## src/aale_pkg.sv

```systemverilog
// aale_pkg: constants, types and decode helpers for the load decode and execute block
package aale_pkg;

	// ----------------------------------------------------------------
	// widths
	// ----------------------------------------------------------------
	localparam int unsigned WORD_W  = 16;                 // data and instruction word
	localparam int unsigned ACC_W   = 32;                 // accumulator width
	localparam int unsigned PAGE_W  = 9;                  // page pointer width
	localparam int unsigned OFFS_W  = 7;                  // direct offset width
	localparam int unsigned SEL_W   = 3;                  // pointer select width
	localparam int unsigned SHAMT_W = 4;                  // shift count width
	localparam int unsigned NPTR    = 8;                  // number of pointer registers
	localparam int unsigned ADR_W   = 8;                  // wishbone byte address width

	// ----------------------------------------------------------------
	// opcode patterns
	// ----------------------------------------------------------------
	localparam logic [7:0] OPC_SHORT_IMM = 8'hca;         // bits 15..8
	localparam logic [8:0] OPC_VAR_SHIFT = 9'h084;        // bits 15..7 direct form
	localparam logic [7:0] OPC_VAR_SHIFT_HI = 8'h42;      // bits 15..8, both forms
	localparam logic [3:0] OPC_LONG_HI   = 4'hd;          // bits 15..12
	localparam logic [7:0] OPC_LONG_LO   = 8'h01;         // bits 7..0
	localparam logic [4:0] OPC_PTR_LOAD  = 5'h06;         // bits 15..11

	// ----------------------------------------------------------------
	// instruction field positions
	// ----------------------------------------------------------------
	localparam int unsigned F_IND_BIT   = 7;              // indirect flag
	localparam int unsigned F_SHIFT_LSB = 8;              // long-immediate shift field
	localparam int unsigned F_SEL_LSB   = 8;              // pointer register select
	localparam int unsigned F_MOD_LSB   = 4;              // indirect modify code, 2 bits
	localparam int unsigned F_NXT_EN    = 3;              // indirect next-select enable
	localparam int unsigned F_NXT_LSB   = 0;              // indirect next select value

	// indirect modify codes
	localparam logic [1:0] MOD_NONE = 2'h0;
	localparam logic [1:0] MOD_DEC  = 2'h1;
	localparam logic [1:0] MOD_INC  = 2'h2;

	// ----------------------------------------------------------------
	// register offsets (byte addresses)
	// ----------------------------------------------------------------
	localparam logic [ADR_W-1:0] REG_CTRL   = 8'h00;      // bit0 run, bit1 sign extension mode
	localparam logic [ADR_W-1:0] REG_TEMP   = 8'h04;      // temporary register
	localparam logic [ADR_W-1:0] REG_PAGE   = 8'h08;      // page pointer
	localparam logic [ADR_W-1:0] REG_PSEL   = 8'h0c;      // pointer select
	localparam logic [ADR_W-1:0] REG_PC     = 8'h10;      // program counter
	localparam logic [ADR_W-1:0] REG_ACC    = 8'h14;      // accumulator, read only
	localparam logic [ADR_W-1:0] REG_STAT   = 8'h18;      // bit0 busy, bit1 unknown opcode
	localparam logic [ADR_W-1:0] REG_PTR0   = 8'h20;      // pointer regs 0x20..0x3c, read only
	localparam logic [ADR_W-1:0] REG_PTR_MASK = 8'he0;    // window match mask

	// control and status bit positions
	localparam int unsigned CTRL_RUN  = 0;
	localparam int unsigned CTRL_SXM  = 1;
	localparam int unsigned STAT_BUSY = 0;
	localparam int unsigned STAT_UNK  = 1;

	// reset values
	localparam logic [WORD_W-1:0] RST_PC   = 16'h0000;
	localparam logic [WORD_W-1:0] RST_TEMP = 16'h0000;
	localparam logic [PAGE_W-1:0] RST_PAGE = 9'h000;
	localparam logic [SEL_W-1:0]  RST_PSEL = 3'h0;
	localparam logic [ACC_W-1:0]  RST_ACC  = 32'h0000_0000;
	localparam logic              RST_SXM  = 1'b1;

	// ----------------------------------------------------------------
	// types
	// ----------------------------------------------------------------
	typedef enum logic [2:0] {
		K_NONE      = 3'b000,
		K_SHORT_IMM = 3'b001,
		K_VAR_SHIFT = 3'b010,
		K_LONG_IMM  = 3'b011,
		K_PTR_LOAD  = 3'b100
	} aale_kind_t;

	// decoded instruction fields
	typedef struct packed {
		aale_kind_t           kind;
		logic [7:0]           imm;     // short constant
		logic [SHAMT_W-1:0]   shift;   // long-immediate shift
		logic [SEL_W-1:0]     tgt;     // pointer register target
		logic                 ind;     // indirect form
		logic [OFFS_W-1:0]    offs;    // direct offset
		logic [1:0]           modc;    // indirect modify code
		logic                 nxt_en;  // load new pointer select
		logic [SEL_W-1:0]     nxt;     // new pointer select
	} aale_dec_t;

	// memory request carrier
	typedef struct packed {
		logic              req;
		logic [WORD_W-1:0] adr;
	} aale_mreq_t;

	// ----------------------------------------------------------------
	// decode one instruction word
	// ----------------------------------------------------------------
	function automatic aale_dec_t aale_decode(input logic [WORD_W-1:0] w);
		aale_dec_t d;
		d.kind   = K_NONE;
		d.imm    = w[7:0];
		d.shift  = w[F_SHIFT_LSB +: SHAMT_W];
		d.tgt    = w[F_SEL_LSB +: SEL_W];
		d.ind    = w[F_IND_BIT];
		d.offs   = w[OFFS_W-1:0];
		d.modc   = w[F_MOD_LSB +: 2];
		d.nxt_en = w[F_NXT_EN];
		d.nxt    = w[F_NXT_LSB +: SEL_W];
		if (w[15:8] == OPC_SHORT_IMM)
			d.kind = K_SHORT_IMM;
		else if (w[15:8] == OPC_VAR_SHIFT_HI)
			d.kind = K_VAR_SHIFT;
		else if (w[15:12] == OPC_LONG_HI && w[7:0] == OPC_LONG_LO)
			d.kind = K_LONG_IMM;
		else if (w[15:11] == OPC_PTR_LOAD)
			d.kind = K_PTR_LOAD;
		return d;
	endfunction

	// merge two byte lanes of a write into a 16-bit value
	function automatic logic [15:0] aale_merge16(input logic [15:0] old,
		input logic [15:0] nw, input logic [1:0] sel);
		logic [15:0] r;
		r = old;
		if (sel[0])
			r[7:0] = nw[7:0];
		if (sel[1])
			r[15:8] = nw[15:8];
		return r;
	endfunction

endpackage

```

## src/aale_top.sv

```systemverilog
// aale_top: decode and execute of accumulator and pointer register loads
// Behaviour
// - short constant lands in accumulator low byte
// - short load zeroes upper 24 bits always
// - short load opcode is 11001010 in high byte
// - variable load shifts memory word by temp
// - variable shift uses temp bits 3..0 only
// - variable load sign-extends when mode bit set
// - long load shifts second word, pc plus two
// - long load sign-extends or zero-fills above
// - msb set only with sign mode, negative
// - long shift zero to fifteen, default zero
// - pointer load copies memory word to register
// - indirect pointer load has bit7 set
// - same-register indirect load drops the modification
// - pointer load leaves accumulator unchanged
// - left shifts fill low bits with zeros
// - direct address is page pointer and offset
`timescale 1ns/100ps
module aale_top (
	// clock and reset
	input  wire logic        clk_i,
	input  wire logic        rst_i,
	// wishbone slave
	input  wire logic        wb_cyc_i,
	input  wire logic        wb_stb_i,
	input  wire logic        wb_we_i,
	input  wire logic [7:0]  wb_adr_i,
	input  wire logic [3:0]  wb_sel_i,
	input  wire logic [31:0] wb_dat_i,
	output logic      [31:0] wb_dat_o,
	output logic             wb_ack_o,
	// program memory port
	output logic             prog_req_o,
	output logic      [15:0] prog_adr_o,
	input  wire logic [15:0] prog_dat_i,
	input  wire logic        prog_ack_i,
	// data memory port
	output logic             data_req_o,
	output logic      [15:0] data_adr_o,
	input  wire logic [15:0] data_dat_i,
	input  wire logic        data_ack_i
);

	// ----------------------------------------------------------------
	// state and registers
	// ----------------------------------------------------------------
	typedef enum logic [2:0] {
		ST_IDLE  = 3'b000,
		ST_FETCH = 3'b001,
		ST_DEC   = 3'b010,
		ST_LONG  = 3'b011,
		ST_OPER  = 3'b100
	} aale_state_t;

	aale_state_t                        state;      // sequencer state
	aale_pkg::aale_dec_t                dec;        // latched decoded instruction
	aale_pkg::aale_mreq_t               preq;       // program request
	aale_pkg::aale_mreq_t               dreq;       // data request
	logic [aale_pkg::WORD_W-1:0]        pc;         // program counter
	logic [aale_pkg::WORD_W-1:0]        temp;       // temporary register
	logic [aale_pkg::PAGE_W-1:0]        page_pointer; // direct page
	logic [aale_pkg::SEL_W-1:0]         pointer_select; // current pointer
	logic [aale_pkg::ACC_W-1:0]         acc;        // accumulator
	logic                               run;        // execution enable
	logic                               sign_extension_mode; // extension mode
	logic                               unk_flag;   // sticky unknown opcode
	logic                               unk_set;    // unknown opcode event

	// bus decode
	logic                               bus_req;    // new access this cycle
	logic                               bus_wr;     // write takes effect
	logic [31:0]                        rd_mux;     // read data mux

	// datapath
	logic [aale_pkg::WORD_W-1:0]        sh_in;      // shifter operand
	logic [aale_pkg::SHAMT_W-1:0]       sh_amt;     // shifter count
	logic [aale_pkg::ACC_W-1:0]         sh_res;     // shifter result
	logic [aale_pkg::WORD_W-1:0]        cur_ptr;    // selected pointer value
	logic [aale_pkg::WORD_W-1:0]        bus_ptr;    // pointer read by bus
	logic                               oper_done;  // operand access ends
	logic                               ptr_ld;     // pointer register load
	logic                               ptr_mod;    // pointer modification

	// ----------------------------------------------------------------
	// submodules
	// ----------------------------------------------------------------
	// one shifter serves both shifted loads
	always_comb begin
		if (state == ST_LONG) begin
			sh_in  = prog_dat_i;
			sh_amt = dec.shift;
		end else begin
			sh_in  = data_dat_i;
			sh_amt = temp[aale_pkg::SHAMT_W-1:0];
		end
	end

	aale_shift #(
		.IN_W  (aale_pkg::WORD_W),
		.OUT_W (aale_pkg::ACC_W),
		.SH_W  (aale_pkg::SHAMT_W)
	) u_shift (
		.opnd_i  (sh_in),
		.shamt_i (sh_amt),
		.sxm_i   (sign_extension_mode),
		.res_o   (sh_res)
	);

	assign oper_done = (state == ST_OPER) && data_ack_i;
	assign ptr_ld    = oper_done && (dec.kind == aale_pkg::K_PTR_LOAD);
	assign ptr_mod   = oper_done && dec.ind &&
	                   (dec.modc == aale_pkg::MOD_DEC || dec.modc == aale_pkg::MOD_INC);

	aale_ptr_file #(
		.W    (aale_pkg::WORD_W),
		.NREG (aale_pkg::NPTR),
		.IW   (aale_pkg::SEL_W)
	) u_ptr (
		.clk_i     (clk_i),
		.rst_i     (rst_i),
		.ld_en_i   (ptr_ld),
		.ld_idx_i  (dec.tgt),
		.ld_val_i  (data_dat_i),
		.mod_en_i  (ptr_mod),
		.mod_idx_i (pointer_select),
		.mod_dec_i (dec.modc == aale_pkg::MOD_DEC),
		.ra_idx_i  (pointer_select),
		.ra_o      (cur_ptr),
		.rb_idx_i  (wb_adr_i[4:2]),
		.rb_o      (bus_ptr)
	);

	// ----------------------------------------------------------------
	// sequencer
	// ----------------------------------------------------------------
	// fetch, decode, optional second word or operand, then execute
	always_ff @(posedge clk_i) begin
		if (rst_i) begin
			state <= ST_IDLE;
			dec   <= '0;
		end else begin
			unique case (state)
				ST_IDLE: begin
					if (run)
						state <= ST_FETCH;
				end
				ST_FETCH: begin
					if (prog_ack_i) begin
						dec   <= aale_pkg::aale_decode(prog_dat_i);
						state <= ST_DEC;
					end
				end
				ST_DEC: begin
					unique case (dec.kind)
						aale_pkg::K_LONG_IMM:  state <= ST_LONG;
						aale_pkg::K_VAR_SHIFT,
						aale_pkg::K_PTR_LOAD:  state <= ST_OPER;
						default:               state <= run ? ST_FETCH : ST_IDLE;
					endcase
				end
				ST_LONG: begin
					if (prog_ack_i)
						state <= run ? ST_FETCH : ST_IDLE;
				end
				ST_OPER: begin
					if (data_ack_i)
						state <= run ? ST_FETCH : ST_IDLE;
				end
				default: state <= ST_IDLE;
			endcase
		end
	end

	// program memory request, held until acknowledged
	always_ff @(posedge clk_i) begin
		if (rst_i) begin
			preq <= '0;
		end else if (preq.req) begin
			if (prog_ack_i)
				preq.req <= 1'b0;
		end else if ((state == ST_IDLE && run) ||
		             (state == ST_DEC && dec.kind == aale_pkg::K_LONG_IMM) ||
		             (state == ST_DEC && dec.kind != aale_pkg::K_VAR_SHIFT &&
		              dec.kind != aale_pkg::K_PTR_LOAD && run) ||
		             (state == ST_OPER && data_ack_i && run) ||
		             (state == ST_FETCH)) begin
			// a fetch state with no request open follows a long load: the
			// constant's ack has just dropped the request, so raise it again
			preq.req <= 1'b1;
			preq.adr <= pc;
		end
	end

	// data memory request with direct or indirect address
	always_ff @(posedge clk_i) begin
		if (rst_i) begin
			dreq <= '0;
		end else if (dreq.req) begin
			if (data_ack_i)
				dreq.req <= 1'b0;
		end else if (state == ST_DEC &&
		             (dec.kind == aale_pkg::K_VAR_SHIFT || dec.kind == aale_pkg::K_PTR_LOAD)) begin
			dreq.req <= 1'b1;
			dreq.adr <= dec.ind ? cur_ptr : {page_pointer, dec.offs};
		end
	end

	// program counter: one per word, bus write otherwise
	always_ff @(posedge clk_i) begin
		if (rst_i)
			pc <= aale_pkg::RST_PC;
		else if (prog_ack_i && preq.req)
			pc <= pc + 16'h0001;
		else if (bus_wr && wb_adr_i == aale_pkg::REG_PC)
			pc <= aale_pkg::aale_merge16(pc, wb_dat_i[15:0], wb_sel_i[1:0]);
	end

	// accumulator loads
	always_ff @(posedge clk_i) begin
		if (rst_i) begin
			acc <= aale_pkg::RST_ACC;
		end else if (state == ST_DEC && dec.kind == aale_pkg::K_SHORT_IMM) begin
			acc <= {24'h00_0000, dec.imm};
		end else if (state == ST_LONG && prog_ack_i) begin
			acc <= sh_res;
		end else if (oper_done && dec.kind == aale_pkg::K_VAR_SHIFT) begin
			acc <= sh_res;
		end
		// pointer loads leave acc alone
	end

	// pointer select: next value from indirect forms, else bus
	always_ff @(posedge clk_i) begin
		if (rst_i)
			pointer_select <= aale_pkg::RST_PSEL;
		else if (oper_done && dec.ind && dec.nxt_en)
			pointer_select <= dec.nxt;
		else if (bus_wr && wb_adr_i == aale_pkg::REG_PSEL && wb_sel_i[0])
			pointer_select <= wb_dat_i[aale_pkg::SEL_W-1:0];
	end

	// unknown opcode flag: set wins over a write-one clear
	assign unk_set = (state == ST_DEC) && (dec.kind == aale_pkg::K_NONE);

	always_ff @(posedge clk_i) begin
		if (rst_i)
			unk_flag <= 1'b0;
		else if (unk_set)
			unk_flag <= 1'b1;
		else if (bus_wr && wb_adr_i == aale_pkg::REG_STAT &&
		         wb_sel_i[0] && wb_dat_i[aale_pkg::STAT_UNK])
			unk_flag <= 1'b0;
	end

	// ----------------------------------------------------------------
	// register bus
	// ----------------------------------------------------------------
	assign bus_req = wb_cyc_i && wb_stb_i && !wb_ack_o;
	assign bus_wr  = wb_cyc_i && wb_stb_i && wb_we_i && wb_ack_o;

	// software-written configuration
	always_ff @(posedge clk_i) begin
		if (rst_i) begin
			run                 <= 1'b0;
			sign_extension_mode <= aale_pkg::RST_SXM;
			temp                <= aale_pkg::RST_TEMP;
			page_pointer        <= aale_pkg::RST_PAGE;
		end else if (bus_wr) begin
			unique case (wb_adr_i)
				aale_pkg::REG_CTRL: begin
					if (wb_sel_i[0]) begin
						run                 <= wb_dat_i[aale_pkg::CTRL_RUN];
						sign_extension_mode <= wb_dat_i[aale_pkg::CTRL_SXM];
					end
				end
				aale_pkg::REG_TEMP:
					temp <= aale_pkg::aale_merge16(temp, wb_dat_i[15:0], wb_sel_i[1:0]);
				aale_pkg::REG_PAGE: begin
					if (wb_sel_i[0])
						page_pointer[7:0] <= wb_dat_i[7:0];
					if (wb_sel_i[1])
						page_pointer[8] <= wb_dat_i[8];
				end
				default: ;
			endcase
		end
	end

	// read mux, unmapped addresses read zero
	always_comb begin
		rd_mux = 32'h0000_0000;
		if ((wb_adr_i & aale_pkg::REG_PTR_MASK) == aale_pkg::REG_PTR0)
			rd_mux = {16'h0000, bus_ptr};
		else
			unique case (wb_adr_i)
				aale_pkg::REG_CTRL: rd_mux = {30'h0, sign_extension_mode, run};
				aale_pkg::REG_TEMP: rd_mux = {16'h0000, temp};
				aale_pkg::REG_PAGE: rd_mux = {23'h0, page_pointer};
				aale_pkg::REG_PSEL: rd_mux = {29'h0, pointer_select};
				aale_pkg::REG_PC:   rd_mux = {16'h0000, pc};
				aale_pkg::REG_ACC:  rd_mux = acc;
				aale_pkg::REG_STAT: rd_mux = {30'h0, unk_flag, state != ST_IDLE};
				default:            rd_mux = 32'h0000_0000;
			endcase
	end

	// one-cycle acknowledge with registered read data
	always_ff @(posedge clk_i) begin
		if (rst_i) begin
			wb_ack_o <= 1'b0;
			wb_dat_o <= 32'h0000_0000;
		end else begin
			wb_ack_o <= bus_req;
			if (bus_req)
				wb_dat_o <= rd_mux;
		end
	end

	// memory port outputs straight from request flops
	assign prog_req_o = preq.req;
	assign prog_adr_o = preq.adr;
	assign data_req_o = dreq.req;
	assign data_adr_o = dreq.adr;

endmodule // aale_top

```

## src/aale_shift.sv

```systemverilog
// aale_shift: extend a 16-bit operand to accumulator width and shift it left
`timescale 1ns/100ps
module aale_shift #(
	parameter int unsigned IN_W  = 16,
	parameter int unsigned OUT_W = 32,
	parameter int unsigned SH_W  = 4
) (
	// operand and controls
	input  wire logic [IN_W-1:0]  opnd_i,
	input  wire logic [SH_W-1:0]  shamt_i,
	input  wire logic             sxm_i,
	// shifted result
	output logic      [OUT_W-1:0] res_o
);

	logic [OUT_W-1:0] ext;                 // extended operand

	// sign or zero extension, then left shift with zero fill below
	always_comb begin
		ext   = {{(OUT_W-IN_W){sxm_i & opnd_i[IN_W-1]}}, opnd_i};
		res_o = ext << shamt_i;
	end

endmodule // aale_shift

```

## src/aale_ptr_file.sv

```systemverilog
// aale_ptr_file: eight pointer registers with load and address modification
`timescale 1ns/100ps
module aale_ptr_file #(
	parameter int unsigned W    = 16,
	parameter int unsigned NREG = 8,
	parameter int unsigned IW   = 3
) (
	// clock and reset
	input  wire logic          clk_i,
	input  wire logic          rst_i,
	// load port
	input  wire logic          ld_en_i,
	input  wire logic [IW-1:0] ld_idx_i,
	input  wire logic [W-1:0]  ld_val_i,
	// modify port
	input  wire logic          mod_en_i,
	input  wire logic [IW-1:0] mod_idx_i,
	input  wire logic          mod_dec_i,
	// read ports
	input  wire logic [IW-1:0] ra_idx_i,
	output logic      [W-1:0]  ra_o,
	input  wire logic [IW-1:0] rb_idx_i,
	output logic      [W-1:0]  rb_o
);

	logic [W-1:0] regs [NREG];             // pointer register array

	// load beats modify on the same register so the loaded value survives
	always_ff @(posedge clk_i) begin
		if (rst_i) begin
			for (int i = 0; i < NREG; i++) begin
				regs[i] <= '0;
			end
		end else begin
			if (mod_en_i && !(ld_en_i && ld_idx_i == mod_idx_i)) begin
				regs[mod_idx_i] <= mod_dec_i ? regs[mod_idx_i] - W'(1)
				                            : regs[mod_idx_i] + W'(1);
			end
			if (ld_en_i) begin
				regs[ld_idx_i] <= ld_val_i;
			end
		end
	end

	// read ports
	assign ra_o = regs[ra_idx_i];
	assign rb_o = regs[rb_idx_i];

endmodule // aale_ptr_file

```

## config.mk

```make
export PLATFORM = sky130hd
export DESIGN_NAME = aale_top
export DESIGN_NICKNAME = d
export VERILOG_FILES = /design/src/aale_pkg.sv /design/src/aale_top.sv /design/src/aale_shift.sv /design/src/aale_ptr_file.sv
export SDC_FILE = /design/constraint.sdc
export NUM_CORES = 1
export LEC_CHECK = 0
export BUFFER_PORTS_ARGS = -buffer_cell sky130_fd_sc_hd__buf_2
export CORE_MARGIN = 2
export CORE_UTILIZATION = 23
export DETAILED_ROUTE_END_ITERATION = 8
export GPL_TIMING_DRIVEN = 0
export PLACE_DENSITY = 0.4
export SYNTH_ARGS = -nofsm -noshare
export SYNTH_HDL_FRONTEND = slang
export SYNTH_SLANG_ARGS = --single-unit
```

## constraint.sdc

```tcl
create_clock -name clk_i -period 4 [get_ports clk_i]
set_input_delay 0.4 -clock clk_i [delete_from_list [all_inputs] [get_ports clk_i]]
set_output_delay 0.4 -clock clk_i [all_outputs]
set_load 0.1 [all_outputs]
```

* Word level (Yosys, flattened, before mapping)
Memories as Yosys holds them, arrays and structs flattened. A register that Yosys moved wholly into a read port is not among the register bits.
Cells that the tools add are included.
** Operators by class
- Shift-type cells :: 1
- $add $sub $neg :: 3
- Bitwise gates (word level) :: 3
- Multiplexer cells :: 50
- Equal/unequal tests :: 29
- Reductions and logical operators :: 64
** Operators with widths (count)
- 32-bit case mux with 7 select lines :: 1
- 16-bit 2-to-1 mux :: 7
- 32-bit 2-to-1 mux :: 3
- 3-bit 2-to-1 mux :: 14
- 17-bit 2-to-1 mux :: 2
- 16-bit by 1-bit adder with 16-bit output, second input constant :: 2
- 16-bit OR reduction :: 2
- 32-bit by 4-bit left shift with 32-bit output :: 1
- 1-bit logical AND :: 30
- 8-bit by 5-bit == test with 1-bit output, second input constant :: 3
- 8-bit 2-to-1 mux :: 3
- 1-bit 2-to-1 mux :: 17
- 8-bit by 4-bit == test with 1-bit output, second input constant :: 2
- 16-bit by 1-bit subtractor with 16-bit output, second input constant :: 1
- 3-bit case mux with 5 select lines :: 1
- 3-bit AND reduction :: 5
- 3-bit by 2-bit == test with 1-bit output, second input constant :: 4
- 2-bit nonzero test :: 6
- 2-bit AND reduction :: 5
- 3-bit by 1-bit == test with 1-bit output, second input constant :: 3
- 8-bit by 1-bit == test with 1-bit output, second input constant :: 1
- 8-bit by 3-bit == test with 1-bit output, second input constant :: 1
- 8-bit by 7-bit == test with 1-bit output, second input constant :: 1
- 8-bit == test, second input constant :: 1
- other kinds (20) :: 34
** Storage, ports and cells
- Flip-flop bits (word level) :: 181
- Word-level logic and storage cells :: 179
- Output and inout port bits :: 67
- Memories kept :: 1
- RAM bits :: 128
** Memory list
- u_ptr.regs :: depth 8, bits a word 16, rd ports 2, clocked after Yosys merged registers in 1, write ports 8, line aale_ptr_file.sv:26 : logic [W-1:0] regs [NREG];

* Longest topological paths before layout
- Depth in word-level cells :: 11
- Depth in mapped cells :: 15
- Mapped depth without buffers :: 12

* Hierarchy
Synthesis repeated with hierarchy kept, for this count alone.
** Unflattened totals
- Cells, all modules :: 1839
- Area, all modules :: 18549.0 um2
** By module, submodules not included
- aale_ptr_file :: instances 1, seq. area each 3843.7 um2, area each 9572.9 um2, cells each 810
- aale_top :: instances 1, seq. area each 3283.1 um2, area each 7786.2 um2, cells each 867
- aale_shift :: instances 1, seq. area each 0.0 um2, area each 1189.9 um2, cells each 162

* Worst setup path after synthesis
OpenSTA, ideal clock, no wires.
- Kind :: register -> register
- Start :: register with a tool-made name
- End :: memory u_ptr.regs[0][12] (data pin)
- Cell stages (with the launch flop) :: 15
- Data arrival time :: 3.690 ns
- Path slack :: 0.177 ns
- Clock period less this slack :: 3.823 ns
- Required time :: 3.868 ns
- Cells stage by stage :: dfxtp_1 > buf_6 > buf_2 > buf_2 > mux4_2 > mux2_2 > ha_1 > nor2b_1 > o21a_1 > o21ai_0 > a21oi_1 > o21ai_0 > nand2b_1 > xor2_1 > a22o_1
** RTL lines (line)
- end: declaration :: aale_ptr_file.sv:26

==> flow_summary.toml <==
[run]
maxCapViolations = 0

[min_path]
worstHoldStart = "wb_dat_i[9]"
holdPathStages = 3
worstHoldEndpoint = "temp[9]"
hold_class = "input pin to flip-flop"

[setup_path]
worstPathRequired_ns = 4.30
r2r_slack_ns = 0.17
crit_path_start_kind = "flip-flop"
crit_type = "flip-flop to flip-flop"
crit_arrival_ns = 4.13
r2r_end = "u_ptr.regs[1][11]"
worstSetupEndpointType = "flip-flop"
worstRegToRegCells = 15
cp_max_fo = 10

[power_and_ir_drop]
finalPower_w = 0.00766
switching_power_w = 0.00227
leakagePower_nw = 7.01
clkPwrFrac_pct = 42.4
switching_share_pct = 29.7
p_int_w = 0.00539
pwr-share-seq_pct = 43.2
powerDensity_nw_per_um2 = 388
ir_drop_uv = 249
combPwrFrac_pct = 14.4

[layout]
final_util_pct = 27.6
areaGrowthSynthToFinish_pct = 18.7
nFillCells = 7648
layout-drive-gt1-share_pct = 18.2
insertedDiodeCount = 0
nets = 1934
multi_input_area_um2 = 8870
regArea_um2 = 7190

[synth]
yosys-top-cells-area = "edfxtp_1, dfxtp_1, mux4_2, mux2i_1, a22o_1"
yosysSeqAreaShare_pct = 43.2
synth_common_cells = "nor2_1, dfxtp_1, nand2_1, a21oi_1, edfxtp_1"
syn-cell-area_um2 = 16600
syn_area_per_cell_um2 = 9.92
yosysTopAreaCell = "edfxtp_1"
synth_edf_count = 128
synthFlopType = "dfxtp_1"
ys_async_sr_fraction_pct = 0
synthDominantCellAreaShare_pct = 23.1
yosysUniqueCellTypes = 72
ys.warnings.count = 0
netlist_instances = 1677
synth_nets = 1777
ys_ff_latch = 295
yosysMostFrequentCell = "nor2_1"

[floorplan]
coreArea_um2 = 71600
num_io_pins = 150
fp-row-count = 98
die_x_um = 273
initial_core_util_pct = 23.2
die_h_um = 273
fp.dieArea_um2 = 74500

[timing]
holdWs_ns = 0.115
hold_viol_final = 0
skew_ns = 0.0268
min_period_ns = 3.83
rsz0062_at_grt = "true"
setup_viol_count_final = 0
fin_crit_sh_pct = 95.7
maxSlewHeadroom_pct = 9.68
fin_ws_ns = 0.172
worst_slew_pin_slew_ns = 1.34
report.final.slew_viol_count = 0
max_freq_ghz = 0.261

[routing]
vias = 14700
wl_per_cell_um = 25.9
drtAntennaViolNets = 0
drtPass1Iterations = 7
viasPerCell = 5.22
wl_mm = 72.7
dr.first_iter.drc_count = 1397
drc = 0

[clocking]
cts_made_buffers = 37
numClockSinks = 295
clk_latency_ns = 0.57
clkTransAtPathRegs_ns = 0.06
cts_tree = "built"
cts_buffer_depth = 3
htree_levels = 2
cts-root-buf = "clkbuf_16"

[place]
gp_congestion = 0.882
io_buffer_count = 116
pre_cts_ws_ns = -1.55
dp_hpwl_mm = 54.4

[global_routing]
grt_pass1_vias = 14300
grt_use_total_pct = 19.1
grt_remaining_overflow = 0
grt_max_degree = 17
grt_pass1_wl_mm = 104
antenna_found_initial = 4

[status]
status = "finished clean"
[cell families after synthesis]
| group | count (synthesis) | share of synthesized area [%] |
|---|---|---|
| AOI/OAI and AO/OA | 452 | 18.7 |
| xor gates and xnor gates | 17 | 0.985 |
| adders and majority gates | 17 | 1.32 |
| buffers and inverters | 174 | 4.27 |
| DFF | 295 | 43.2 |
| muxes | 197 | 17.1 |
| and+or+nand+nor | 525 | 14.4 |
[how the worst max path moves through the flow]
| stage | to | slack, ns |
|---|---|---|
| 2_1_floorplan | u_ptr.regs[0][12] | 0.18 |
| 3_3_place_gp | u_ptr.regs[0][12] | -1.56 |
| 3_5_place_dp | u_ptr.regs[1][12] | -1.55 |
| 4_1_cts | u_ptr.regs[1][12] | 0.02 |
| 5_1_grt | u_ptr.regs[0][12] | 0.01 |
| 6_report | u_ptr.regs[1][11] | 0.17 |
[flip-flops by register name, indices dropped and copies added, names as in the netlist, 15 cells and up, named ones only]
name	count
u_ptr.regs	128
acc	32
wb_dat_o	32
data_adr_o	16
pc	16
prog_adr_o	16
temp	16
dec	15
[per-layer routing]
layer  wire length, um  vias to the layer above  track usage (%)
met5                26                        -                0
met3              4580                      117             3.22
met1             32400                     7339             26.0
li1                  -                     6643                -
met4              2360                        4             6.11
met2             33400                      566             30.7
[critical path, cell delays in order, from the launching register on]
cell	delay (ns)
dfxtp_1	0.32
buf_6	0.14
buf_8	0.20
buf_12	0.19
mux4_2	0.52
mux2_2	0.34
ha_1	0.39
a21oi_1	0.17
o21a_1	0.15
o21ai_2	0.08
nand3_2	0.13
nand2_2	0.12
a31oi_1	0.30
xnor2_2	0.10
buf_4	0.18
a22o_1	0.22
[stage by stage]
stage | std cells | area (um2) | setup TNS [ns]
3_5_place_dp | 2743 | 18400 | -97.56
5_1_grt | 2809 | 19800 | 0
6_report | 2809 | 19800 | 0
3_3_place_gp | 2743 | 18400 | -98.33
4_1_cts | 2809 | 19700 | 0
2_1_floorplan | 1677 | 16600 | 0
[cells in the final DEF (no fill, tap or decap), types with 14 or more instances in the layout]
cell,netlist,layout
nor3_1,39,37
clkbuf_16,0,37
mux2i_1,107,107
nor2_1,176,176
clkbuf_1,109,113
nor2b_1,23,23
mux2_2,22,22
dfxtp_1,167,166
ha_1,16,15
a211oi_1,17,17
nand3_1,55,55
o21ai_0,68,65
mux4_2,66,66
edfxtp_1,128,128
inv_1,24,24
nand2_1,148,148
a22oi_1,31,31
buf_2,31,144
a31oi_1,19,19
a22o_1,118,118
a21oi_1,128,124
and3_1,14,14
[power groups by stage]
| stage | clock (W) | combinational [W] | sequential [W] |
|---|---|---|---|
| 4_1_cts | 0.00329 | 0.00109 | 0.00331 |
| 6_report | 0.00325 | 0.00110 | 0.00331 |
| 3_5_place_dp | 0 | 0.00106 | 0.00337 |
| 3_3_place_gp | 0 | 0.00106 | 0.00337 |
| 5_1_grt | 0.00340 | 0.00118 | 0.00332 |
| 2_1_floorplan | 0 | 0.000603 | 0.00343 |
[what timing repair did]
item | in CTS | in global routing
buffers inserted | 2 | 1
setup endpoints to repair | 112 | 72
gates cloned | 0 | 0
hold endpoints to repair | 0 | 0
hold buffers | 0 | 0
pin swaps | 1 | 2
resized for setup | 29 | 11
[area by class of cell]
cell class / instances / share of cell area (%)
plain buffers: 149 / 3.41
inverters: 24 / 0.456
well taps: 950 / 6.02
flip-flops and latches: 295 / 36.4
clock buffers: 48 / 5.05
repair buffers: 119 / 3.12
clock inverters: 16 / 0.659
multi-input cells: 1208 / 44.9
Power figures use the tool's default switching activity.
